### src/dbg_port_map.svh
// register offsets, reset values, codes and counts of the debug port
// assumes: included by its bare name; the guard makes repeats harmless
`ifndef DBG_PORT_MAP_SVH
`define DBG_PORT_MAP_SVH
// ===========================================================
// register byte offsets
`define OFS_AFSEL 8'h00
`define OFS_PUR 8'h04
`define OFS_DEN 8'h08
`define OFS_LOCK 8'h0C
`define OFS_COMMIT 8'h10
`define OFS_STATUS 8'h14
// ===========================================================
// pin bits: [3:0] tck, tms, tdi, tdo; [4] nmi pin
`define PIN_N 5
`define PIN_TCK 0
`define PIN_TMS 1
`define PIN_TDI 2
`define PIN_TDO 3
`define AFSEL_RST 5'h0F
`define PUR_RST 5'h0F
`define DEN_RST 5'h0F
`define COMMIT_RST 5'h00
// ===========================================================
// instruction codes and chain lengths
`define IR_W 4
`define IR_ABORT 4'h8
`define IR_DPACC 4'hA
`define IR_APACC 4'hB
`define IR_IDCODE 4'hE
`define DR_W 35
`define ACK_W 3
`define ID_MSB 31
// ===========================================================
// mode switch commands, shifted in lsb first
`define CMD_TO_SWD 16'hE79E
`define CMD_TO_JTAG 16'hE73C
`define CMD_LEN 5'h10
`define HIGH_RUN 6'h32
`define RECOVER_CNT 4'hA
`define TMS_RESET_RUN 3'h5
// ===========================================================
// bus answers
`define RESP_OKAY 2'h0
`define RESP_SLVERR 2'h2
`endif

### src/dbg_port_pkg.sv
// types of the debug port front end
// assumes: the map header sits beside it on the include path
package dbg_port_pkg;
  `include "dbg_port_map.svh"
  // ===========================================================
  // tap controller states
  typedef enum logic [3:0] {
    TAP_TLR = 4'h0, TAP_RTI = 4'h1, TAP_SEL_DR = 4'h2, TAP_CAP_DR = 4'h3,
    TAP_SH_DR = 4'h4, TAP_EX1_DR = 4'h5, TAP_PA_DR = 4'h6,
    TAP_EX2_DR = 4'h7, TAP_UPD_DR = 4'h8, TAP_SEL_IR = 4'h9,
    TAP_CAP_IR = 4'hA, TAP_SH_IR = 4'hB, TAP_EX1_IR = 4'hC,
    TAP_PA_IR = 4'hD, TAP_EX2_IR = 4'hE, TAP_UPD_IR = 4'hF
  } tap_state_t;
  // which chain sits between tdi and tdo
  typedef enum logic [1:0] {
    CH_BYPASS = 2'h0, CH_IDCODE = 2'h1, CH_ACCESS = 2'h2
  } chain_t;
  // ===========================================================
  // whole state of the block
  typedef struct packed {
    logic [3:0] pin_m; // first sync stage {rst, tdi, tms, tck}
    logic [3:0] pin_s; // second sync stage
    logic tck_prev; // last synced tck for edge finding
    tap_state_t tap;
    logic [`IR_W-1:0] ir_sh;
    logic [`IR_W-1:0] ir;
    logic [`DR_W-1:0] dr_sh;
    logic [`DR_W-1:0] acc_hold;
    logic acc_req;
    logic tdo;
    logic tdo_oe;
    logic [5:0] ones; // run of high tms, saturating
    logic [4:0] cmd_cnt; // command bits seen, 0 idle
    logic [15:0] hist; // last 16 tms bits
    logic swd;
    logic [3:0] sw_cnt;
    logic erase;
    logic nv_rest;
    logic [`PIN_N-1:0] afsel;
    logic [`PIN_N-1:0] pur;
    logic [`PIN_N-1:0] den;
    logic [`PIN_N-1:0] commit;
    logic unlocked;
    logic aw_v;
    logic [7:0] aw_a;
    logic w_v;
    logic [31:0] w_d;
    logic [3:0] w_s;
    logic bvalid;
    logic [1:0] bresp;
    logic rvalid;
    logic [31:0] rdata;
    logic [1:0] rresp;
  } dbg_st_t;
endpackage

### src/dbg_port.sv
// debug port front end: tap controller, shift chains, mode switch,
// locked-part recovery and commit-protected debug pin settings
// assumes: pins and tck arrive unsynchronised; access port answers
// on clk_sys_i; registers reached over axi4-lite
//
// Design decisions made here: the AXI4-Lite register port and the register offsets.
`timescale 1ns/1ps
`default_nettype none
`include "dbg_port_map.svh"
module dbg_port
  import dbg_port_pkg::*;
#(
  parameter logic [31:0] ID_VALUE = 32'h0000_0001, // arbitrary identity
  parameter logic [31:0] UNLOCK_KEY = 32'h0000_C0DE // arbitrary key
) (
  input wire logic clk_sys_i,
  input wire logic rst_b_i,
  input wire logic [7:0] s_axi_awaddr,
  input wire logic s_axi_awvalid,
  output logic s_axi_awready,
  input wire logic [31:0] s_axi_wdata,
  input wire logic [3:0] s_axi_wstrb,
  input wire logic s_axi_wvalid,
  output logic s_axi_wready,
  output logic [1:0] s_axi_bresp,
  output logic s_axi_bvalid,
  input wire logic s_axi_bready,
  input wire logic [7:0] s_axi_araddr,
  input wire logic s_axi_arvalid,
  output logic s_axi_arready,
  output logic [31:0] s_axi_rdata,
  output logic [1:0] s_axi_rresp,
  output logic s_axi_rvalid,
  input wire logic s_axi_rready,
  input wire logic tck_i,
  input wire logic tms_i,
  input wire logic tdi_i,
  input wire logic rst_pin_b_i,
  output logic tdo_o,
  output logic tdo_oe_o,
  output logic swd_mode_o,
  input wire logic [31:0] acc_rdata_i,
  input wire logic [`ACK_W-1:0] acc_ack_i,
  output logic acc_req_o,
  output logic [`IR_W-1:0] acc_kind_o,
  output logic [`DR_W-1:0] acc_wdata_o,
  output logic mass_erase_o,
  output logic nv_restore_o,
  output logic [`PIN_N-1:0] pin_alt_function_select_o,
  output logic [`PIN_N-1:0] pin_pullup_select_o,
  output logic [`PIN_N-1:0] pin_digital_enable_o
);
  // ===========================================================
  // helpers
  // next tap state from the tms bit taken on a tck rise
  function automatic tap_state_t tap_next(tap_state_t c, logic m);
    unique case (c)
      TAP_TLR: tap_next = m ? TAP_TLR : TAP_RTI;
      TAP_RTI: tap_next = m ? TAP_SEL_DR : TAP_RTI;
      TAP_SEL_DR: tap_next = m ? TAP_SEL_IR : TAP_CAP_DR;
      TAP_CAP_DR: tap_next = m ? TAP_EX1_DR : TAP_SH_DR;
      TAP_SH_DR: tap_next = m ? TAP_EX1_DR : TAP_SH_DR;
      TAP_EX1_DR: tap_next = m ? TAP_UPD_DR : TAP_PA_DR;
      TAP_PA_DR: tap_next = m ? TAP_EX2_DR : TAP_PA_DR;
      TAP_EX2_DR: tap_next = m ? TAP_UPD_DR : TAP_SH_DR;
      TAP_UPD_DR: tap_next = m ? TAP_SEL_DR : TAP_RTI;
      TAP_SEL_IR: tap_next = m ? TAP_TLR : TAP_CAP_IR;
      TAP_CAP_IR: tap_next = m ? TAP_EX1_IR : TAP_SH_IR;
      TAP_SH_IR: tap_next = m ? TAP_EX1_IR : TAP_SH_IR;
      TAP_EX1_IR: tap_next = m ? TAP_UPD_IR : TAP_PA_IR;
      TAP_PA_IR: tap_next = m ? TAP_EX2_IR : TAP_PA_IR;
      TAP_EX2_IR: tap_next = m ? TAP_UPD_IR : TAP_SH_IR;
      TAP_UPD_IR: tap_next = m ? TAP_SEL_DR : TAP_RTI;
    endcase
  endfunction

  // instruction to chain; unlisted codes fall back to bypass
  function automatic chain_t chain_of(logic [`IR_W-1:0] i);
    if (i == `IR_IDCODE) begin
      chain_of = CH_IDCODE;
    end else if (i == `IR_DPACC || i == `IR_APACC || i == `IR_ABORT) begin
      chain_of = CH_ACCESS;
    end else begin
      chain_of = CH_BYPASS;
    end
  endfunction

  // ===========================================================
  // state and edge terms
  dbg_st_t s_q, s_d; // whole state and its next value
  logic tck_g, tms_g, tdi_g; // pins as the port sees them
  logic rise, fall; // tck edges in the system domain
  logic pin_rst; // synced reset pin held
  logic cmd_done; // 16th command bit just taken
  logic [15:0] hist_n; // history including this bit
  logic wr_go, wr_hit, rd_hit; // bus write fires, address decodes
  logic [2:0] wr_idx, rd_idx; // register index of an address
  chain_t ch; // current data chain

  // decode a byte offset to a register index, 7 when unmapped
  function automatic logic [2:0] reg_idx(logic [7:0] a);
    unique case (a)
      `OFS_AFSEL: reg_idx = 3'h0;
      `OFS_PUR: reg_idx = 3'h1;
      `OFS_DEN: reg_idx = 3'h2;
      `OFS_LOCK: reg_idx = 3'h3;
      `OFS_COMMIT: reg_idx = 3'h4;
      `OFS_STATUS: reg_idx = 3'h5;
      default: reg_idx = 3'h7;
    endcase
  endfunction

  // pins detached from the port read as idle
  always_comb begin
    tck_g = s_q.pin_s[`PIN_TCK] & s_q.afsel[`PIN_TCK];
    tms_g = s_q.pin_s[`PIN_TMS] | ~s_q.afsel[`PIN_TMS];
    tdi_g = s_q.pin_s[`PIN_TDI] | ~s_q.afsel[`PIN_TDI];
    rise = tck_g & ~s_q.tck_prev;
    fall = ~tck_g & s_q.tck_prev;
    pin_rst = ~s_q.pin_s[3];
    hist_n = {tms_g, s_q.hist[15:1]};
    cmd_done = rise && s_q.cmd_cnt == `CMD_LEN - 5'h1;
    ch = chain_of(s_q.ir);
    wr_idx = reg_idx(s_q.aw_a);
    rd_idx = reg_idx(s_axi_araddr);
    wr_hit = wr_idx != 3'h7;
    rd_hit = rd_idx != 3'h7;
    wr_go = s_q.aw_v && s_q.w_v && !s_q.bvalid;
  end

  // ===========================================================
  // next state
  always_comb begin
    s_d = s_q;
    s_d.pin_m = {rst_pin_b_i, tdi_i, tms_i, tck_i};
    s_d.pin_s = s_q.pin_m;
    s_d.tck_prev = tck_g;
    s_d.acc_req = 1'b0;
    s_d.erase = 1'b0;
    s_d.nv_rest = s_q.erase; // restore one cycle after the erase
    // tap walk on each tck rise while jtag is live
    if (rise && !s_q.swd) begin
      s_d.tap = tap_next(s_q.tap, tms_g);
      unique case (s_q.tap)
        TAP_CAP_DR: begin
          unique case (ch)
            CH_IDCODE: s_d.dr_sh = {3'h0, ID_VALUE};
            CH_ACCESS: s_d.dr_sh = {acc_rdata_i, acc_ack_i};
            default: s_d.dr_sh = '0;
          endcase
        end
        TAP_SH_DR: begin
          unique case (ch)
            CH_IDCODE:
              s_d.dr_sh = {3'h0, tdi_g, s_q.dr_sh[`ID_MSB:1]};
            CH_ACCESS: s_d.dr_sh = {tdi_g, s_q.dr_sh[`DR_W-1:1]};
            default: s_d.dr_sh = {{(`DR_W-1){1'b0}}, tdi_g};
          endcase
        end
        TAP_UPD_DR: begin
          if (ch == CH_ACCESS) begin
            s_d.acc_hold = s_q.dr_sh;
            s_d.acc_req = 1'b1;
          end
        end
        TAP_CAP_IR: s_d.ir_sh = 4'h1; // fixed capture pattern
        TAP_SH_IR: s_d.ir_sh = {tdi_g, s_q.ir_sh[`IR_W-1:1]};
        TAP_UPD_IR: s_d.ir = s_q.ir_sh;
        default: begin
          // other states leave the chains alone
        end
      endcase
    end
    // serial-wire side has its own engine; tap parks in reset
    if (s_q.swd || s_d.tap == TAP_TLR) begin
      s_d.tap = TAP_TLR;
      s_d.ir = `IR_IDCODE;
    end
    // tdo changes on the falling edge, driven only while shifting
    if (fall) begin
      s_d.tdo = (s_q.tap == TAP_SH_IR) ? s_q.ir_sh[0] : s_q.dr_sh[0];
      s_d.tdo_oe = !s_q.swd && s_q.afsel[`PIN_TDO] &&
                   (s_q.tap == TAP_SH_DR || s_q.tap == TAP_SH_IR);
    end
    // mode switch detector on the tms stream
    if (rise) begin
      s_d.hist = hist_n;
      s_d.ones = tms_g ? (s_q.ones == `HIGH_RUN ? s_q.ones
                                                : s_q.ones + 6'h1) : 6'h0;
      if (s_q.cmd_cnt != 5'h0) begin
        s_d.cmd_cnt = cmd_done ? 5'h0 : s_q.cmd_cnt + 5'h1;
      end else if (!tms_g && s_q.ones == `HIGH_RUN) begin
        s_d.cmd_cnt = 5'h1; // first command bit after 50 highs
      end
    end
    if (cmd_done && hist_n == `CMD_TO_SWD) begin
      s_d.swd = 1'b1;
    end
    if (cmd_done && hist_n == `CMD_TO_JTAG) begin
      s_d.swd = 1'b0;
      s_d.tap = TAP_TLR;
      s_d.ir = `IR_IDCODE;
    end
    // recovery: count switches while the reset pin is held
    if (!pin_rst) begin
      s_d.sw_cnt = 4'h0;
    end else if (cmd_done &&
                 (hist_n == `CMD_TO_SWD || hist_n == `CMD_TO_JTAG)) begin
      if (s_q.sw_cnt == `RECOVER_CNT - 4'h1) begin
        s_d.sw_cnt = 4'h0;
        s_d.erase = 1'b1;
      end else begin
        s_d.sw_cnt = s_q.sw_cnt + 4'h1;
      end
    end
    // bus: take address and data in either order
    if (s_axi_awvalid && !s_q.aw_v && !s_q.bvalid) begin
      s_d.aw_v = 1'b1;
      s_d.aw_a = s_axi_awaddr;
    end
    if (s_axi_wvalid && !s_q.w_v && !s_q.bvalid) begin
      s_d.w_v = 1'b1;
      s_d.w_d = s_axi_wdata;
      s_d.w_s = s_axi_wstrb;
    end
    if (wr_go) begin
      s_d.aw_v = 1'b0;
      s_d.w_v = 1'b0;
      s_d.bvalid = 1'b1;
      s_d.bresp = wr_hit ? `RESP_OKAY : `RESP_SLVERR;
      if (s_q.w_s[0]) begin
        unique case (wr_idx)
          3'h0: s_d.afsel = s_q.unlocked
              ? (s_q.afsel & ~s_q.commit) | (s_q.w_d[4:0] & s_q.commit)
              : s_q.afsel;
          3'h1: s_d.pur = s_q.unlocked
              ? (s_q.pur & ~s_q.commit) | (s_q.w_d[4:0] & s_q.commit)
              : s_q.pur;
          3'h2: s_d.den = s_q.unlocked
              ? (s_q.den & ~s_q.commit) | (s_q.w_d[4:0] & s_q.commit)
              : s_q.den;
          3'h4: s_d.commit = s_q.unlocked ? s_q.w_d[4:0] : s_q.commit;
          default: begin
            // lock is written below, status is read only
          end
        endcase
      end
      if (wr_idx == 3'h3) begin
        s_d.unlocked = s_q.w_s == 4'hF && s_q.w_d == UNLOCK_KEY;
      end
    end
    if (s_q.bvalid && s_axi_bready) begin
      s_d.bvalid = 1'b0;
    end
    // bus: read answers one cycle after the address
    if (s_axi_arvalid && !s_q.rvalid) begin
      s_d.rvalid = 1'b1;
      s_d.rresp = rd_hit ? `RESP_OKAY : `RESP_SLVERR;
      unique case (rd_idx)
        3'h0: s_d.rdata = {27'h0, s_q.afsel};
        3'h1: s_d.rdata = {27'h0, s_q.pur};
        3'h2: s_d.rdata = {27'h0, s_q.den};
        3'h3: s_d.rdata = {31'h0, ~s_q.unlocked};
        3'h4: s_d.rdata = {27'h0, s_q.commit};
        3'h5: s_d.rdata = {19'h0, s_q.ir, s_q.tap, s_q.sw_cnt, s_q.swd};
        default: s_d.rdata = 32'h0;
      endcase
    end else if (s_q.rvalid && s_axi_rready) begin
      s_d.rvalid = 1'b0;
    end
    // pin reset restores the debug pin settings and relocks
    if (pin_rst) begin
      s_d.afsel = `AFSEL_RST;
      s_d.pur = `PUR_RST;
      s_d.den = `DEN_RST;
      s_d.commit = `COMMIT_RST;
      s_d.unlocked = 1'b0;
    end
  end

  // ===========================================================
  // registers; power-on reset clears the state except the pin syncs, tck_prev, ir, afsel, pur and den
  always_ff @(posedge clk_sys_i) begin
    if (!rst_b_i) begin
      s_q <= '0;
      s_q.pin_m <= 4'hF;
      s_q.pin_s <= 4'hF;
      s_q.tck_prev <= 1'b1; // matches the synced idle level, no false rise
      s_q.tap <= TAP_TLR;
      s_q.ir <= `IR_IDCODE;
      s_q.afsel <= `AFSEL_RST;
      s_q.pur <= `PUR_RST;
      s_q.den <= `DEN_RST;
      s_q.commit <= `COMMIT_RST;
    end else begin
      s_q <= s_d;
    end
  end

  // ===========================================================
  // outputs
  assign s_axi_awready = !s_q.aw_v && !s_q.bvalid;
  assign s_axi_wready = !s_q.w_v && !s_q.bvalid;
  assign s_axi_bvalid = s_q.bvalid;
  assign s_axi_bresp = s_q.bresp;
  assign s_axi_arready = !s_q.rvalid;
  assign s_axi_rvalid = s_q.rvalid;
  assign s_axi_rdata = s_q.rdata;
  assign s_axi_rresp = s_q.rresp;
  assign tdo_o = s_q.tdo;
  assign tdo_oe_o = s_q.tdo_oe;
  assign swd_mode_o = s_q.swd;
  assign acc_req_o = s_q.acc_req;
  assign acc_kind_o = s_q.ir;
  assign acc_wdata_o = s_q.acc_hold;
  assign mass_erase_o = s_q.erase;
  assign nv_restore_o = s_q.nv_rest;
  assign pin_alt_function_select_o = s_q.afsel;
  assign pin_pullup_select_o = s_q.pur;
  assign pin_digital_enable_o = s_q.den;

  // ===========================================================
  // checks
  logic [2:0] hi_run; // tck rises with tms high, saturating
  always_ff @(posedge clk_sys_i) begin
    if (!rst_b_i || (rise && !tms_g)) begin
      hi_run <= 3'h0;
    end else if (rise && hi_run != `TMS_RESET_RUN) begin
      hi_run <= hi_run + 3'h1;
    end
  end
endmodule
`default_nettype wire

### config.mk
export PLATFORM = sky130hd
export DESIGN_NAME = dbg_port
export DESIGN_NICKNAME = d
export VERILOG_FILES = /design/src/dbg_port_pkg.sv /design/src/dbg_port.sv
export VERILOG_INCLUDE_DIRS = /design/src /design/src/src
export SDC_FILE = /design/constraint.sdc
export NUM_CORES = 1
export LEC_CHECK = 0
export ABC_AREA = 1
export BUFFER_PORTS_ARGS = -buffer_cell sky130_fd_sc_hd__buf_2
export CORE_ASPECT_RATIO = 1.1
export CORE_MARGIN = 3
export CORE_UTILIZATION = 35
export DETAILED_ROUTE_END_ITERATION = 12
export SLEW_MARGIN = 0
export SYNTH_ARGS = -nofsm -noshare
export SYNTH_HDL_FRONTEND = slang
export SYNTH_SLANG_ARGS = --single-unit
### constraint.sdc
create_clock -name clk_sys_i -period 2 [get_ports clk_sys_i]
set_input_delay 0.1 -clock clk_sys_i [delete_from_list [all_inputs] [get_ports clk_sys_i]]
set_output_delay 0.1 -clock clk_sys_i [all_outputs]
set_load 0.01 [all_outputs]
### Word-level counts from Yosys, hierarchy flattened

Cells that the tools add are included.

* RAM bits: 0
* memory bits (read-only): 0
* register bits: 233
* bits in latches: 0
* memories kept: 0

* reduce and logical (&&, ||, !) cells: 64
* $lt $le $gt $ge: 0
* $add $sub $neg: 3
* equality and inequality tests: 50
* $mul: 0
* divide/modulo/power cells: 0
* multiplexer cells: 38
* bitwise gates (word level): 20
* shift-type cells: 0

Operators by type and width (count)
* case mux 35 bit (2 select lines): 3
* 2-to-1 mux 83 bit: 1
* case mux 13 bit (6 select lines): 1
* 2-to-1 mux 36 bit: 2
* equality test 4 bit (second input constant): 14
* case mux 4 bit (12 select lines): 1
* case mux 3 bit (6 select lines): 2
* equality test 16 bit (second input constant): 2
* equality test 32 x 16 -> 1 bit (second input constant): 1
* equality test 8 x 4 -> 1 bit (second input constant): 4
* equality test 8 x 5 -> 1 bit (second input constant): 4
* 2-to-1 mux 4 bit: 6
* bitwise AND 5 bit: 4
* logical AND 1 bit: 20
* equality test 4 x 3 -> 1 bit (second input constant): 4
* equality test 8 x 3 -> 1 bit (second input constant): 2
* zero test 8 bit: 2
* AND reduction 4 bit: 4
* 2-to-1 mux 5 bit: 3
* OR 5 bit: 3
* 2-to-1 mux 2 bit: 7
* AND reduction 2 bit: 7
* equality test 3 x 2 -> 1 bit (second input constant): 4
* 2-to-1 mux 6 bit: 2
* other kinds (29): 72

### Logic depth before layout (Yosys ltp)

* depth in word-level cells: 12
* mapped depth: 17
* gate-level depth less buffers: 17

### Worst setup path after synthesis

OpenSTA, ideal clock, no wires.

* path type: input to register
* from: input s_axi_araddr[0]
* to: register s_q, in the netlist s_axi_rdata[0]
* stages: 17
* setup time: 0.070 ns
* path slack: 0.196 ns
* arrival: 1.734 ns
* required time: 1.930 ns
* cells stage by stage: inv_2 -> nand2_1 -> nor2_1 -> inv_1 -> nor3_1 -> inv_1 -> ha_1 -> nand2_1 -> nand2_1 -> nor2_1 -> buf_4 -> nand3_1 -> nor2_1 -> nor2_1 -> nand2_1 -> nand2_1 -> a21oi_1

* cells in the longest elaborated chain, start to end: 4
* elaborated cells between the ends (all ways): 14

Ends and longest elaborated chain
* start: declaration: line dbg_port.sv:28 `input wire logic [7:0] s_axi_araddr,`
* equality test 8 x 5 -> 1 bit, or another cell as far along: line dbg_port.sv:102 `unique case (a)`
* case mux 3 bit (6 select lines) *: line dbg_port.sv:102
* equality test 3 bit, or another cell as far along: line dbg_port.sv:259 `unique case (rd_idx)`
* case mux 13 bit (6 select lines) *: line dbg_port.sv:259
* end: declaration: line dbg_port.sv:90 `dbg_st_t s_q, s_d;`

Every way passes the cells marked *; elsewhere a longest branch is shown, timed or not.
A chain may end at the register's enable or synchronous reset.

==> results.py <==
metrics = {
    "floorplan": {
        "io-pin-count": 199,
        "fp.dieW_um": 164.6,
        "core_um2": 27120,
        "start_util_pct": 35.71,
        "rows": 63,
        "fp.dieArea_um2": 29700,
        "die_y_um": 180.5,
    },
    "setup_path": {
        "criticalPathCategory": "flop to flop",
        "crit_arrival_ns": 2.26,
        "worst-path-max-fanout": 18,
        "critPathRequiredTime_ns": 2.44,
        "cp-start-kind": "flop",
        "cp-end-kind": "flop",
    },
    "synthesis": {
        "synth_area_leader_cell": "dfxtp_1",
        "synth_ff_type": "dfxtp_1",
        "synthArstFlopShare_pct": 0,
        "yosysMostFrequentCell": "nor2_1",
        "ys_warn_count": 0,
        "ys_types": 47,
        "netlist_instances": 1298,
        "synth_area_per_cell_um2": 7.461,
        "netlist_area_um2": 9684,
        "synth_edf_count": 0,
        "netlist_top_cells_count": "228 x nor2_1, 211 x dfxtp_1, 106 x nand2_1",
        "yosys-top-cells-area": "dfxtp_1 44%, nor2_1 8.8%, buf_4 7.1%, nand3_1 4.8%, o21ai_0 4.6%",
        "ys_seq_area_share_pct": 43.62,
        "ys_seq_elements": 211,
        "synth_top_area_share_pct": 43.62,
    },
    "place": {
        "numPortBuffers": 177,
        "dpl_cell_area_um2": 10410,
        "finalWeightedCongestion": 0.8483,
        "dp_hpwl_mm": 17.15,
    },
    "clock_network": {
        "cts-root-buf": "clkbuf_16",
        "cts_tree": "yes",
        "htreeDepth": 1,
        "clock_latency_ns": 0.51,
        "cts_buffers": 24,
        "clk_pin_slew_worst_paths_ns": 0.06,
        "cts_buffer_depth": 3,
        "cts_sinks": 211,
    },
    "grt": {
        "busiest_layer": "met2",
        "antenna_found_initial": 0,
        "met1_usage_pct": 21.33,
        "use_met3_pct": 2.782,
        "grt_start_max_net_pins": 50,
        "grt.total_usage_pct": 16.73,
        "grt_pass1_vias": 8734,
        "grt_pass1_wl_mm": 42.17,
        "grt_use_met2_pct": 29.01,
        "overflow": 0,
    },
    "pwr": {
        "combinationalPowerShare_pct": 7.8,
        "ir_worst_vdd_mv": 0.5042,
        "swShare_pct": 23.14,
        "power_mw": 9.524,
        "pwr-share-clk_pct": 46.1,
        "cellPowerDensity_nw_per_um2": 781.5,
        "pwr-share-seq_pct": 46.2,
        "leakage_nw": 5.243,
        "p_sw_mw": 2.204,
        "p_int_mw": 7.320,
    },
    "timing": {
        "slew_violations": 0,
        "final-hold-violation-count": 0,
        "maxSlewHeadroom_pct": 35.78,
        "setup_violations": 0,
        "clock_skew_ns": 0.007567,
        "worstMarginPinSlew_ns": 0.9622,
        "max_freq_ghz": 0.5511,
        "layout_min_cycle_time_ns": 1.815,
        "period_share_pct": 90.73,
    },
    "cells_and_area": {
        "fin_area_um2": 12190,
        "multiInputGateArea_um2": 4174,
        "final_net_count": 1598,
        "syn2layout_area_growth_pct": 25.85,
        "seqCellArea_um2": 4224,
        "drive_above_1_share_pct": 20.58,
        "antenna-diode-count": 0,
        "fill_cells": 2709,
    },
    "drt": {
        "ant_nets": 0,
        "drtIter0Drc": 401,
        "drc_errors": 0,
        "wire_per_inst_um": 13.79,
        "drt_first_pass_iters": 5,
        "vias": 9063,
        "wirelength_mm": 25.76,
        "viasPerCell": 4.852,
    },
    "status": {
        "status": "finished, final reports clean",
    },
    "min_path": {
        "hold_path_class": "primary input to flop",
    },
    "job": {
        "drv_cap": 0,
    },
}
==> worst max-delay path: stages (launching register included) <==
cell,delay [ns]
dfxtp_1,0.34
nand2_2,0.10
nor2_4,0.16
inv_4,0.11
nor2_8,0.17
inv_2,0.10
nor3_4,0.24
buf_4,0.18
clkbuf_16,0.18
o21ai_1,0.06
nor2_1,0.10
==> what timing repair did <==
item / 4_1_cts / 5_1_grt
endpoints found under the setup margin: 0 / 68
gates resized for setup: 0 / 11
endpoints found under the hold margin: 99 / 0
setup buffers: 0 / 8
hold buffers: 87 / 0
==> cell families after synthesis <==
logic type / Yosys count / synth area share (%)
muxes: 2 / 0.2067
xor gates and xnor gates: 1 / 0.09046
other: 1 / 0.03872
adders and majority gates: 5 / 0.6460
DFF: 211 / 43.62
AOI/OAI and AO/OA: 301 / 17.16
buffers and inverters: 258 / 14.22
and+or+nand+nor: 519 / 24.02
==> layer usage <==
metal	part of all wire (%)	up-vias
met1	45	4131
li1	-	4658
met5	0	-
met4	2.4	0
met3	4.8	49
met2	48	225
==> power groups by stage <==
stage	Combinational [mW]	Sequential [mW]	Clock, mW
2_1_floorplan	0.408	4.47	0
3_3_place_gp	0.595	4.48	0
3_5_place_dp	0.602	4.49	0
4_1_cts	0.733	4.39	4.51
5_1_grt	0.831	4.41	4.69
6_report	0.739	4.40	4.39
==> stage by stage <==
step             TNS, ns  utilization [%]  setup WS, ns  hold WS (ns)  cells
6_report               0            44.95        0.1854       0.03023   1868
5_1_grt        -0.001267            44.95     -0.001267       0.06049   1868
4_1_cts                0            44.53       0.08405       0.01488   1859
3_5_place_dp     -0.3051            38.38      -0.05606        0.2939   1730
3_3_place_gp           0            38.38      0.001426        0.2908   1730
2_1_floorplan          0                -        0.1959        0.1990   1318
==> placed cells by master, fill, tap and decap left out, types with 37 or more instances in the layout <==
cell / instances
buf_4: 37
o21ai_1: 78
dfxtp_1: 211
o21ai_0: 89
dlygate4sd3_1: 87
nand3_1: 93
buf_2: 176
a21oi_1: 65
nor2_1: 226
inv_1: 83
nand2_1: 106
==> path summary, 6_finish.rpt <==
check                 from              to  slack (ns)  cells after the start
max                   flop  acc_wdata_o[7]        0.19                     10
min          s_axi_arvalid  s_axi_rresp[1]        0.03                      5
max reg2reg           flop  acc_wdata_o[7]        0.19                     10
min reg2reg       s_d[225]        s_q[225]        0.42                      1
==> sequential cells by signal (all words and copies together) (netlist names), named ones only <==
signal / cells
tdo_oe_o: 1
acc_wdata_o: 35
acc_req_o: 1
hist_n: 15
s_axi_rdata: 13
s_d: 4
s_axi_rresp: 1
s_axi_bresp: 1
tdo_o: 1
mass_erase_o: 1
swd_mode_o: 1
acc_kind_o: 4
s_q: 115
nv_restore_o: 1
s_axi_rvalid: 1
s_axi_bvalid: 1
==> final cells by class <==
| type | instances | share of cell area [%] |
|---|---|---|
| clock buffers | 36 | 6.047 |
| well taps | 357 | 3.665 |
| flip-flops and latches | 211 | 34.66 |
| repair buffers | 306 | 17.68 |
| clock inverters | 6 | 0.4928 |
| multi-input cells | 849 | 34.25 |
| inverters | 103 | 3.213 |
Power figures use the tool's default switching activity.
